File: src/hw/rtsc_pkg.sv
// constants, states and carrier types of the terminal status and control block
package rtsc_pkg;

    // register offsets (byte addresses)
    localparam logic [7:0] RTSC_CTRL_OFS = 8'h00;
    localparam logic [7:0] RTSC_STATUS_OFS = 8'h04;
    localparam logic [7:0] RTSC_CONFIG_OFS = 8'h08;
    localparam logic [7:0] RTSC_XFERCNT_OFS = 8'h0c;

    // control register fields
    localparam int RTSC_CTRL_TEST_BIT = 0;
    localparam int RTSC_CTRL_TXDIS_A_BIT = 1;
    localparam int RTSC_CTRL_TXDIS_B_BIT = 2;
    localparam logic [2:0] RTSC_CTRL_RESET = 3'h0;

    // status register fields
    localparam int RTSC_STAT_STATE_LSB = 0;
    localparam int RTSC_STAT_ACTIVE_BIT = 3;
    localparam int RTSC_STAT_MIP_BIT = 4;
    localparam int RTSC_STAT_ERR_BIT = 5;
    localparam int RTSC_STAT_FAIL_BIT = 6;
    localparam int RTSC_STAT_BCAST_BIT = 7;
    localparam int RTSC_STAT_INH_BIT = 8;
    localparam int RTSC_STAT_AUTOCFG_BIT = 9;
    localparam int RTSC_STAT_CLKSEL_LSB = 10;
    localparam int RTSC_STAT_MHZ_LSB = 16;

    // auto-configuration word
    localparam logic [5:0] RTSC_CFG_RESET = 6'h00;
    localparam int RTSC_CFG_NO_TEST_BIT = 0;

    // good-transfer pulse length in clock cycles
    localparam logic [1:0] RTSC_GOOD_PULSE_CYCLES = 2'h2;

    // broadcast terminal address
    localparam logic [4:0] RTSC_BCAST_ADDR = 5'h1f;

    // clock select codes and their rates in mhz
    localparam logic [1:0] RTSC_SEL_10 = 2'h0;
    localparam logic [1:0] RTSC_SEL_20 = 2'h1;
    localparam logic [1:0] RTSC_SEL_12 = 2'h2;
    localparam logic [7:0] RTSC_MHZ_10 = 8'h0a;
    localparam logic [7:0] RTSC_MHZ_20 = 8'h14;
    localparam logic [7:0] RTSC_MHZ_12 = 8'h0c;
    localparam logic [7:0] RTSC_MHZ_16 = 8'h10;

    // value of the pin synchroniser flops under reset
    localparam logic [5:0] RTSC_SYNC_RESET = 6'h00;

    typedef enum logic [2:0] {ST_HOLD, ST_CFG, ST_TEST, ST_RUN} rtsc_state_type;

    // control pins from the subsystem, asynchronous to mclk
    typedef struct packed {
        logic [1:0] clk_sel;
        logic transmit_inhibit;
        logic broadcast_accept_en;
        logic autocfg_en_n;
        logic master_reset_n;
    } rtsc_pins_type;

    // events from the protocol engine, on mclk
    typedef struct packed {
        logic bus_active;
        logic msg_busy;
        logic cmd_valid;
        logic cmd_xfer_ok;
        logic msg_error;
        logic test_done;
        logic test_pass;
    } rtsc_evt_type;

endpackage

File: src/hw/rtsc_sync.sv
// two-flop synchroniser for a group of asynchronous levels
`timescale 1ns/1ps
module rtsc_sync #(
    parameter int W = 6,
    parameter logic [W-1:0] RST_VAL = '0
) (
    // clock and reset
    input wire logic mclk,
    input wire logic resetn,
    // levels
    input wire logic [W-1:0] d,
    output logic [W-1:0] q
);
    logic [W-1:0] meta_r;
    logic [W-1:0] meta_nxt;
    logic [W-1:0] hold_r;
    logic [W-1:0] hold_nxt;

    always_comb
    begin
        meta_nxt = d;
        hold_nxt = meta_r;
    end

    always_ff @(posedge mclk or negedge resetn)
    begin
        if (!resetn)
        begin
            meta_r <= RST_VAL;
            hold_r <= RST_VAL;
        end
        else
        begin
            meta_r <= meta_nxt;
            hold_r <= hold_nxt;
        end
    end

    assign q = hold_r;
endmodule

File: src/hw/rtsc_status_ctrl.sv
// status outputs, reset and control inputs of the remote terminal
`timescale 1ns/1ps
module rtsc_status_ctrl #(
    parameter int CNT_W = 16
) (
    // clock and reset
    input wire logic mclk,
    input wire logic resetn,
    // apb slave
    input wire logic psel,
    input wire logic penable,
    input wire logic pwrite,
    input wire logic [7:0] paddr,
    input wire logic [31:0] pwdata,
    output logic [31:0] prdata,
    output logic pready,
    output logic pslverr,
    // control pins
    input wire rtsc_pkg::rtsc_pins_type ctrl_pins,
    // protocol engine
    input wire rtsc_pkg::rtsc_evt_type engine_evt,
    input wire logic cfg_ack,
    input wire logic [5:0] cfg_data,
    input wire logic cmd_addr_valid,
    input wire logic [4:0] cmd_addr,
    input wire logic [4:0] own_addr,
    output logic selftest_run,
    output logic cfg_read_req,
    output logic cmd_ours,
    output logic cmd_bcast,
    output logic tx_enable_a,
    output logic tx_enable_b,
    output logic [7:0] clock_mhz,
    // status pins
    output logic terminal_active_out,
    output logic message_in_progress_n,
    output logic good_transfer_pulse_n,
    output logic message_error_n,
    output logic selftest_failure_n
);
    import rtsc_pkg::*;

    function automatic logic is_bcast(input logic [4:0] addr,
                                      input logic en);
        is_bcast = en && (addr == RTSC_BCAST_ADDR);
    endfunction

    function automatic logic addr_hit(input logic [7:0] addr);
        if (addr == RTSC_CTRL_OFS)
            addr_hit = 1'b1;
        else if (addr == RTSC_STATUS_OFS)
            addr_hit = 1'b1;
        else if (addr == RTSC_CONFIG_OFS)
            addr_hit = 1'b1;
        else if (addr == RTSC_XFERCNT_OFS)
            addr_hit = 1'b1;
        else
            addr_hit = 1'b0;
    endfunction

    function automatic logic [7:0] sel_mhz(input logic [1:0] sel);
        if (sel == RTSC_SEL_10)
            sel_mhz = RTSC_MHZ_10;
        else if (sel == RTSC_SEL_20)
            sel_mhz = RTSC_MHZ_20;
        else if (sel == RTSC_SEL_12)
            sel_mhz = RTSC_MHZ_12;
        else
            sel_mhz = RTSC_MHZ_16;
    endfunction

    // synchronised pins
    rtsc_pins_type pins_s;
    logic mrst;

    rtsc_sync #(
        .W(6),
        .RST_VAL(RTSC_SYNC_RESET)
    ) u_pin_sync (
        .mclk(mclk),
        .resetn(resetn),
        .d(ctrl_pins),
        .q(pins_s)
    );

    assign mrst = !pins_s.master_reset_n;

    // state
    rtsc_state_type state_r, state_nxt;
    logic [5:0] cfg_r, cfg_nxt;
    logic [2:0] ctrl_r, ctrl_nxt;
    logic [CNT_W-1:0] xfer_cnt_r, xfer_cnt_nxt;
    logic [1:0] gbr_cnt_r, gbr_cnt_nxt;
    logic active_r, active_nxt;
    logic mip_n_r, mip_n_nxt;
    logic gbr_n_r, gbr_n_nxt;
    logic err_n_r, err_n_nxt;
    logic fail_n_r, fail_n_nxt;
    logic run_r, run_nxt;
    logic cfgreq_r, cfgreq_nxt;
    logic ours_r, ours_nxt;
    logic bc_r, bc_nxt;
    logic txa_r, txa_nxt;
    logic txb_r, txb_nxt;
    logic [7:0] mhz_r, mhz_nxt;
    logic [31:0] prdata_r, prdata_nxt;
    logic pready_r, pready_nxt;
    logic pslverr_r, pslverr_nxt;
    logic wr_en;
    logic test_start;
    logic [31:0] status_w;

    assign wr_en = psel && penable && pwrite && pready_r;
    assign test_start = wr_en && (paddr == RTSC_CTRL_OFS)
        && pwdata[RTSC_CTRL_TEST_BIT];

    // terminal sequencing
    always_comb
    begin
        state_nxt = state_r;
        cfg_nxt = cfg_r;
        case (state_r)
            ST_HOLD:
                if (pins_s.autocfg_en_n)
                    state_nxt = ST_TEST;
                else
                    state_nxt = ST_CFG;
            ST_CFG:
                if (cfg_ack)
                begin
                    cfg_nxt = cfg_data;
                    if (cfg_data[RTSC_CFG_NO_TEST_BIT])
                        state_nxt = ST_RUN;
                    else
                        state_nxt = ST_TEST;
                end
            ST_TEST:
                if (engine_evt.test_done)
                    state_nxt = ST_RUN;
            ST_RUN:
                if (test_start)
                    state_nxt = ST_TEST;
            default:
                state_nxt = ST_HOLD;
        endcase
        if (mrst)
        begin
            state_nxt = ST_HOLD;
            cfg_nxt = RTSC_CFG_RESET;
        end
    end

    always_ff @(posedge mclk or negedge resetn)
    begin
        if (!resetn)
        begin
            state_r <= ST_HOLD;
            cfg_r <= RTSC_CFG_RESET;
        end
        else
        begin
            state_r <= state_nxt;
            cfg_r <= cfg_nxt;
        end
    end

    // status pins and engine controls
    always_comb
    begin
        active_nxt = (state_r == ST_RUN) && engine_evt.bus_active
            && !mrst;
        mip_n_nxt = !(engine_evt.msg_busy && !mrst);
        gbr_cnt_nxt = gbr_cnt_r;
        if (mrst)
            gbr_cnt_nxt = 2'h0;
        else if (engine_evt.cmd_xfer_ok)
            gbr_cnt_nxt = RTSC_GOOD_PULSE_CYCLES;
        else if (gbr_cnt_r != 2'h0)
            gbr_cnt_nxt = gbr_cnt_r - 2'h1;
        gbr_n_nxt = (gbr_cnt_nxt == 2'h0);
        err_n_nxt = err_n_r;
        if (mrst)
            err_n_nxt = 1'b1;
        else if (engine_evt.msg_error)
            err_n_nxt = 1'b0;
        else if (engine_evt.cmd_valid)
            err_n_nxt = 1'b1;
        fail_n_nxt = fail_n_r;
        if (mrst)
            fail_n_nxt = 1'b1;
        else if ((state_r == ST_TEST) && engine_evt.test_done)
            fail_n_nxt = engine_evt.test_pass;
        run_nxt = (state_nxt == ST_TEST);
        cfgreq_nxt = (state_nxt == ST_CFG);
        bc_nxt = cmd_addr_valid
            && is_bcast(cmd_addr, pins_s.broadcast_accept_en);
        ours_nxt = cmd_addr_valid && ((cmd_addr == own_addr)
            || is_bcast(cmd_addr, pins_s.broadcast_accept_en));
        txa_nxt = !pins_s.transmit_inhibit && !mrst
            && !ctrl_r[RTSC_CTRL_TXDIS_A_BIT];
        txb_nxt = !pins_s.transmit_inhibit && !mrst
            && !ctrl_r[RTSC_CTRL_TXDIS_B_BIT];
        mhz_nxt = sel_mhz(pins_s.clk_sel);
    end

    always_ff @(posedge mclk or negedge resetn)
    begin
        if (!resetn)
        begin
            active_r <= 1'b0;
            mip_n_r <= 1'b1;
            gbr_cnt_r <= 2'h0;
            gbr_n_r <= 1'b1;
            err_n_r <= 1'b1;
            fail_n_r <= 1'b1;
            run_r <= 1'b0;
            cfgreq_r <= 1'b0;
            bc_r <= 1'b0;
            ours_r <= 1'b0;
            txa_r <= 1'b0;
            txb_r <= 1'b0;
            mhz_r <= RTSC_MHZ_10;
        end
        else
        begin
            active_r <= active_nxt;
            mip_n_r <= mip_n_nxt;
            gbr_cnt_r <= gbr_cnt_nxt;
            gbr_n_r <= gbr_n_nxt;
            err_n_r <= err_n_nxt;
            fail_n_r <= fail_n_nxt;
            run_r <= run_nxt;
            cfgreq_r <= cfgreq_nxt;
            bc_r <= bc_nxt;
            ours_r <= ours_nxt;
            txa_r <= txa_nxt;
            txb_r <= txb_nxt;
            mhz_r <= mhz_nxt;
        end
    end

    // status word
    always_comb
    begin
        status_w = 32'h0;
        status_w[RTSC_STAT_STATE_LSB +: 3] = 3'(state_r);
        status_w[RTSC_STAT_ACTIVE_BIT] = active_r;
        status_w[RTSC_STAT_MIP_BIT] = !mip_n_r;
        status_w[RTSC_STAT_ERR_BIT] = !err_n_r;
        status_w[RTSC_STAT_FAIL_BIT] = !fail_n_r;
        status_w[RTSC_STAT_BCAST_BIT] = pins_s.broadcast_accept_en;
        status_w[RTSC_STAT_INH_BIT] = pins_s.transmit_inhibit;
        status_w[RTSC_STAT_AUTOCFG_BIT] = !pins_s.autocfg_en_n;
        status_w[RTSC_STAT_CLKSEL_LSB +: 2] = pins_s.clk_sel;
        status_w[RTSC_STAT_MHZ_LSB +: 8] = mhz_r;
    end

    // apb registers
    always_comb
    begin
        ctrl_nxt = ctrl_r;
        xfer_cnt_nxt = xfer_cnt_r;
        if (engine_evt.cmd_xfer_ok)
            xfer_cnt_nxt = xfer_cnt_r + 1'b1;
        if (wr_en && (paddr == RTSC_CTRL_OFS))
        begin
            ctrl_nxt = pwdata[2:0];
            ctrl_nxt[RTSC_CTRL_TEST_BIT] = 1'b0;
        end
        else if (wr_en && (paddr == RTSC_XFERCNT_OFS))
            xfer_cnt_nxt = '0;
        if (mrst)
        begin
            ctrl_nxt = RTSC_CTRL_RESET;
            xfer_cnt_nxt = '0;
        end
        pready_nxt = psel && !penable;
        pslverr_nxt = psel && !penable && !addr_hit(paddr);
        prdata_nxt = prdata_r;
        if (psel && !penable)
        begin
            if (paddr == RTSC_CTRL_OFS)
                prdata_nxt = {29'h0, ctrl_r};
            else if (paddr == RTSC_STATUS_OFS)
                prdata_nxt = status_w;
            else if (paddr == RTSC_CONFIG_OFS)
                prdata_nxt = {26'h0, cfg_r};
            else if (paddr == RTSC_XFERCNT_OFS)
                prdata_nxt = 32'(xfer_cnt_r);
            else
                prdata_nxt = 32'h0;
        end
    end

    always_ff @(posedge mclk or negedge resetn)
    begin
        if (!resetn)
        begin
            ctrl_r <= RTSC_CTRL_RESET;
            xfer_cnt_r <= '0;
            pready_r <= 1'b0;
            pslverr_r <= 1'b0;
            prdata_r <= 32'h0;
        end
        else
        begin
            ctrl_r <= ctrl_nxt;
            xfer_cnt_r <= xfer_cnt_nxt;
            pready_r <= pready_nxt;
            pslverr_r <= pslverr_nxt;
            prdata_r <= prdata_nxt;
        end
    end

    assign prdata = prdata_r;
    assign pready = pready_r;
    assign pslverr = pslverr_r;
    assign selftest_run = run_r;
    assign cfg_read_req = cfgreq_r;
    assign cmd_ours = ours_r;
    assign cmd_bcast = bc_r;
    assign tx_enable_a = txa_r;
    assign tx_enable_b = txb_r;
    assign clock_mhz = mhz_r;
    assign terminal_active_out = active_r;
    assign message_in_progress_n = mip_n_r;
    assign good_transfer_pulse_n = gbr_n_r;
    assign message_error_n = err_n_r;
    assign selftest_failure_n = fail_n_r;
endmodule

File: config.mk
export PLATFORM = sky130hd
export DESIGN_NAME = rtsc_status_ctrl
export DESIGN_NICKNAME = d
export VERILOG_FILES = /design/src/hw/rtsc_pkg.sv /design/src/hw/rtsc_sync.sv /design/src/hw/rtsc_status_ctrl.sv
export SDC_FILE = /design/constraint.sdc
export NUM_CORES = 1
export LEC_CHECK = 0
export BUFFER_PORTS_ARGS = -buffer_cell sky130_fd_sc_hd__buf_2
export CAP_MARGIN = 20
export CORE_ASPECT_RATIO = 0.75
export CORE_MARGIN = 2
export CORE_UTILIZATION = 49
export DETAILED_ROUTE_END_ITERATION = 8
export GPL_TIMING_DRIVEN = 1
export HOLD_SLACK_MARGIN = 0.15
export PLACE_DENSITY = 0.91
export SLEW_MARGIN = 25
export SYNTH_ARGS = -nofsm -noshare
export SYNTH_HDL_FRONTEND = slang
export SYNTH_SLANG_ARGS = --single-unit
File: constraint.sdc
create_clock -name mclk -period 3.4 [get_ports mclk]
set_clock_uncertainty 0.2 [all_clocks]
set_input_delay 0.34 -clock mclk [delete_from_list [all_inputs] [get_ports mclk]]
set_output_delay 0.34 -clock mclk [all_outputs]
set_load 0.05 [all_outputs]
==> summary.txt <==
Status
  – Status: completed

Synthesis
  – Post-synth EDFFs: 0
  – Post-synthesis async set-or-reset flop share: 100%
  – Synth Instances: 296
  – Netlist cell types: 43
  – Warning count from the yosys run: 0
  – Primary flip-flop cell chosen by synthesis mapping: dfrtp_1
  – Post-synth top area share: 52.9%
  – Largest area contributor in the netlist: dfrtp_1
  – Register area share after synthesis: 57.6%
  – Ranking of synthesized cells by area: dfrtp_1, dfstp_2, mux2i_1, buf_4, nor2_1
  – Number of synthesized register bits: 78
  – Cell area after synthesis: 3400 um2
  – Syn_area_per_cell: 11.5 um2

Worst hold path
  – Hold Startpoint: u_pin_sync.hold_nxt[0]
  – Worst min-delay path category: reg -> reg

Cells and area
  – Synth-to-Final Area Change: 27.2%
  – Ant diodes: 0
  – Final instance area: 4330 um2
  – Final Net Count: 490
  – Layout cells sized above 1: 28.0%

Setup path
  – Worst Path Required: 3450 ps
  – CP Capture Type: flop
  – Arrival time worst endpoint: 2560 ps
  – Top delay family on crit path: buffers and inverters
  – Setup crit start kind: input port
  – Worst R2R Start: xfer_cnt_r[0]
  – Crit path buf inv count: 4
  – Critical Path Stages: 6
  – Crit path max-delay cell type: dlygate4sd3_1
  – Worst R2R Path Depth: 5
  – Critical Path End: pslverr
  – FF-to-FF setup slack: 1510 ps
  – Crit-path most repeated cell: dlygate4sd3_1
  – CP startpoint: paddr[0]
  – Crit-path max FO: 7
  – Worst path max stage delay: 610 ps
  – Reg2reg end: xfer_cnt_r[12]
  – Worst path cell trace: dlygate4sd3_1 > buf_2 > nor4_4 > dlygate4sd3_1 > a21oi_1 > dlygate4sd3_1
  – WS Path Type: in -> reg

Clock network
  – Worst-path clk slew: 90 ps
  – TritonCTS Sinks: 78
  – Post-CTS Resized: 0
  – Root buffer cell: clkbuf_8
  – # hold bufs at CTS: 29
  – Total CTS buffers: 9
  – Clock buffer depth: 2
  – Postcts setup bufs: 0
  – H-tree Lvls: 3
  – Worst skew pair latency: 350 ps
  – CTS tree: built

Drt
  – Per-cell routed wire length: 16.6 um
  – ANT nets after route: 0
  – Via count: 2,672
  – Iter 0 DRT Violations: 279
  – Final WL: 8290 um
  – Via density: 5.35
  – DRC: 0
  – First-pass detailed-route iteration total: 5

Floorplanning
  – Initial Utilization: 50.3%
  – FP Rows: 26
  – Ports: 129
  – Die H: 76.2 um
  – Chip width: 100 um
  – Core Region: 6770 um2
  – Die Footprint: 7640 um2

STA
  – RSZ-0062 raised after global routing: false
  – Fin. Hold Viols: 0
  – Clock period minus worst slack: 2520 ps
  – Fmax: 0.397 GHz
  – Final Cycle Share: 74.0%
  – Relative slew slack: 54.6%
  – Max Slew Vio Count: 0
  – Hold_ws: 154 ps
  – Worst setup margin: 883 ps
  – Final setup vio count: 0
  – Worst-margin pin slew: 681 ps
  – Final TNS setup: 0 ps

Placed design
  – IO Port Bufs: 83
  – Post-DP HPWL: 5410 um
  – Final GP Congestion: 0.827
  – Dpl ws: 1380 ps
  – Area after DPL: 3830 um2

Global routing
  – Maximum number of pins on one net before global-route repair: 79
  – Number of global-route vias before repair: 2,761
  – Gr ovfl total: 0
  – First-pass GRT wire length: 13,600 um
  – GRT Util Overall: 23.0%
  – Initial antenna violation count: 0

Power and ir drop
  – Power Density: 444 nW/um2
  – Pleak: 0.00208 uW
  – Power Total: 1920 uW
  – Peak VDD IR: 0.000248 V

Run
  – Max-cap check violation count: 0
sequential cells by signal, indices dropped and copies added (netlist names), 2 cells and up:
| name | cells |
|---|---|
| u_pin_sync.q | 6 |
| gbr_cnt_r | 2 |
| state_r | 3 |
| u_pin_sync.hold_nxt | 6 |
| xfer_cnt_r | 16 |
| prdata | 20 |
| ctrl_r | 2 |
| cfg_r | 6 |
| clock_mhz | 4 |
report_power, final:
group	switching [uW]	total (uW)	internal, uW
logic	153	228	74.9
clock network	371	722	351
registers	20.1	973	953
total	544	1920	1380
how the worst min path moves through the flow:
stage	to	slack (ps)	depth (start not counted)
2_1_floorplan	cfg_r[0]	-160	0
3_3_place_gp	u_pin_sync.q[0]	130	0
3_5_place_dp	u_pin_sync.q[0]	140	0
4_1_cts	u_pin_sync.q[0]	150	0
5_1_grt	u_pin_sync.q[1]	160	0
6_report	u_pin_sync.q[0]	150	0
cell families after synthesis:
family | Yosys count | share of synthesized area [%]
XOR/XNOR | 20 | 5.15
multiplexers | 18 | 6.10
adder cells (fa/ha/maj) | 4 | 1.47
AO/OA/AOI/OAI | 35 | 7.21
flip-flops | 78 | 57.6
AND/OR/NAND/NOR | 106 | 16.7
buffers and inverters | 34 | 5.74
other | 1 | 0.110
routing by layer:
metal,share of wire (%),vias up,GRT usage (%)
met1,39,1296,27.8
met3,6.8,28,7.06
met5,0,-,0
met2,51,135,39.0
met4,2.7,0,7.95
li1,-,1213,-
layout make-up:
class                   instances  area (um2)
clock buffers                   9         124
clock inverters                 7        81.3
fillers                       483        2440
inverters                       8        30.0
multi-input cells             200        1310
flip-flops and latches         78        1960
well taps                      84         105
repair buffers                113         719
synth_stat cells (3+ instances only):
master,instances
buf_4,17
nand4_1,7
a22oi_1,4
nor2_1,34
inv_1,8
dfstp_2,6
nor4_1,6
a21oi_1,4
a22o_1,6
o21ai_0,14
nand3_1,8
nor3_1,3
nor2b_1,8
a32o_1,4
xnor2_1,13
xor2_1,7
buf_2,3
dfrtp_1,72
ha_1,4
mux2i_1,14
nand2_1,20
clkbuf_1,6
nand2b_1,3
worst register-to-register path, cell delays in order, from the launching register on:
cell,delay (ps)
dfrtp_1,440
ha_1,230
nand3_1,220
nor4_1,450
xnor2_1,170
nor2_1,60
per-stage QoR:
stage          util [%]  instances
3_3_place_gp       56.6        454
5_1_grt            64.0        499
6_report           64.0        499
3_5_place_dp       56.6        454
4_1_cts            63.9        499
2_1_floorplan         -        312
cell usage in the layout, fill, tap and decap left out, types with 6 or more instances in the layout:
cell | synthesis | routed
nand2_1 | 20 | 20
dfrtp_1 | 72 | 72
a22o_1 | 6 | 6
inv_1 | 8 | 8
conb_1 | 1 | 17
o21ai_0 | 14 | 14
xnor2_1 | 13 | 13
nand4_1 | 7 | 7
clkbuf_8 | 0 | 9
buf_2 | 3 | 82
mux2i_1 | 14 | 14
nor2_1 | 34 | 34
nand3_1 | 8 | 8
dfstp_2 | 6 | 6
nor4_1 | 6 | 6
xor2_1 | 7 | 7
nor2b_1 | 8 | 8
dlygate4sd3_1 | 0 | 29
Note: power is estimated with default switching activity, not from simulation.
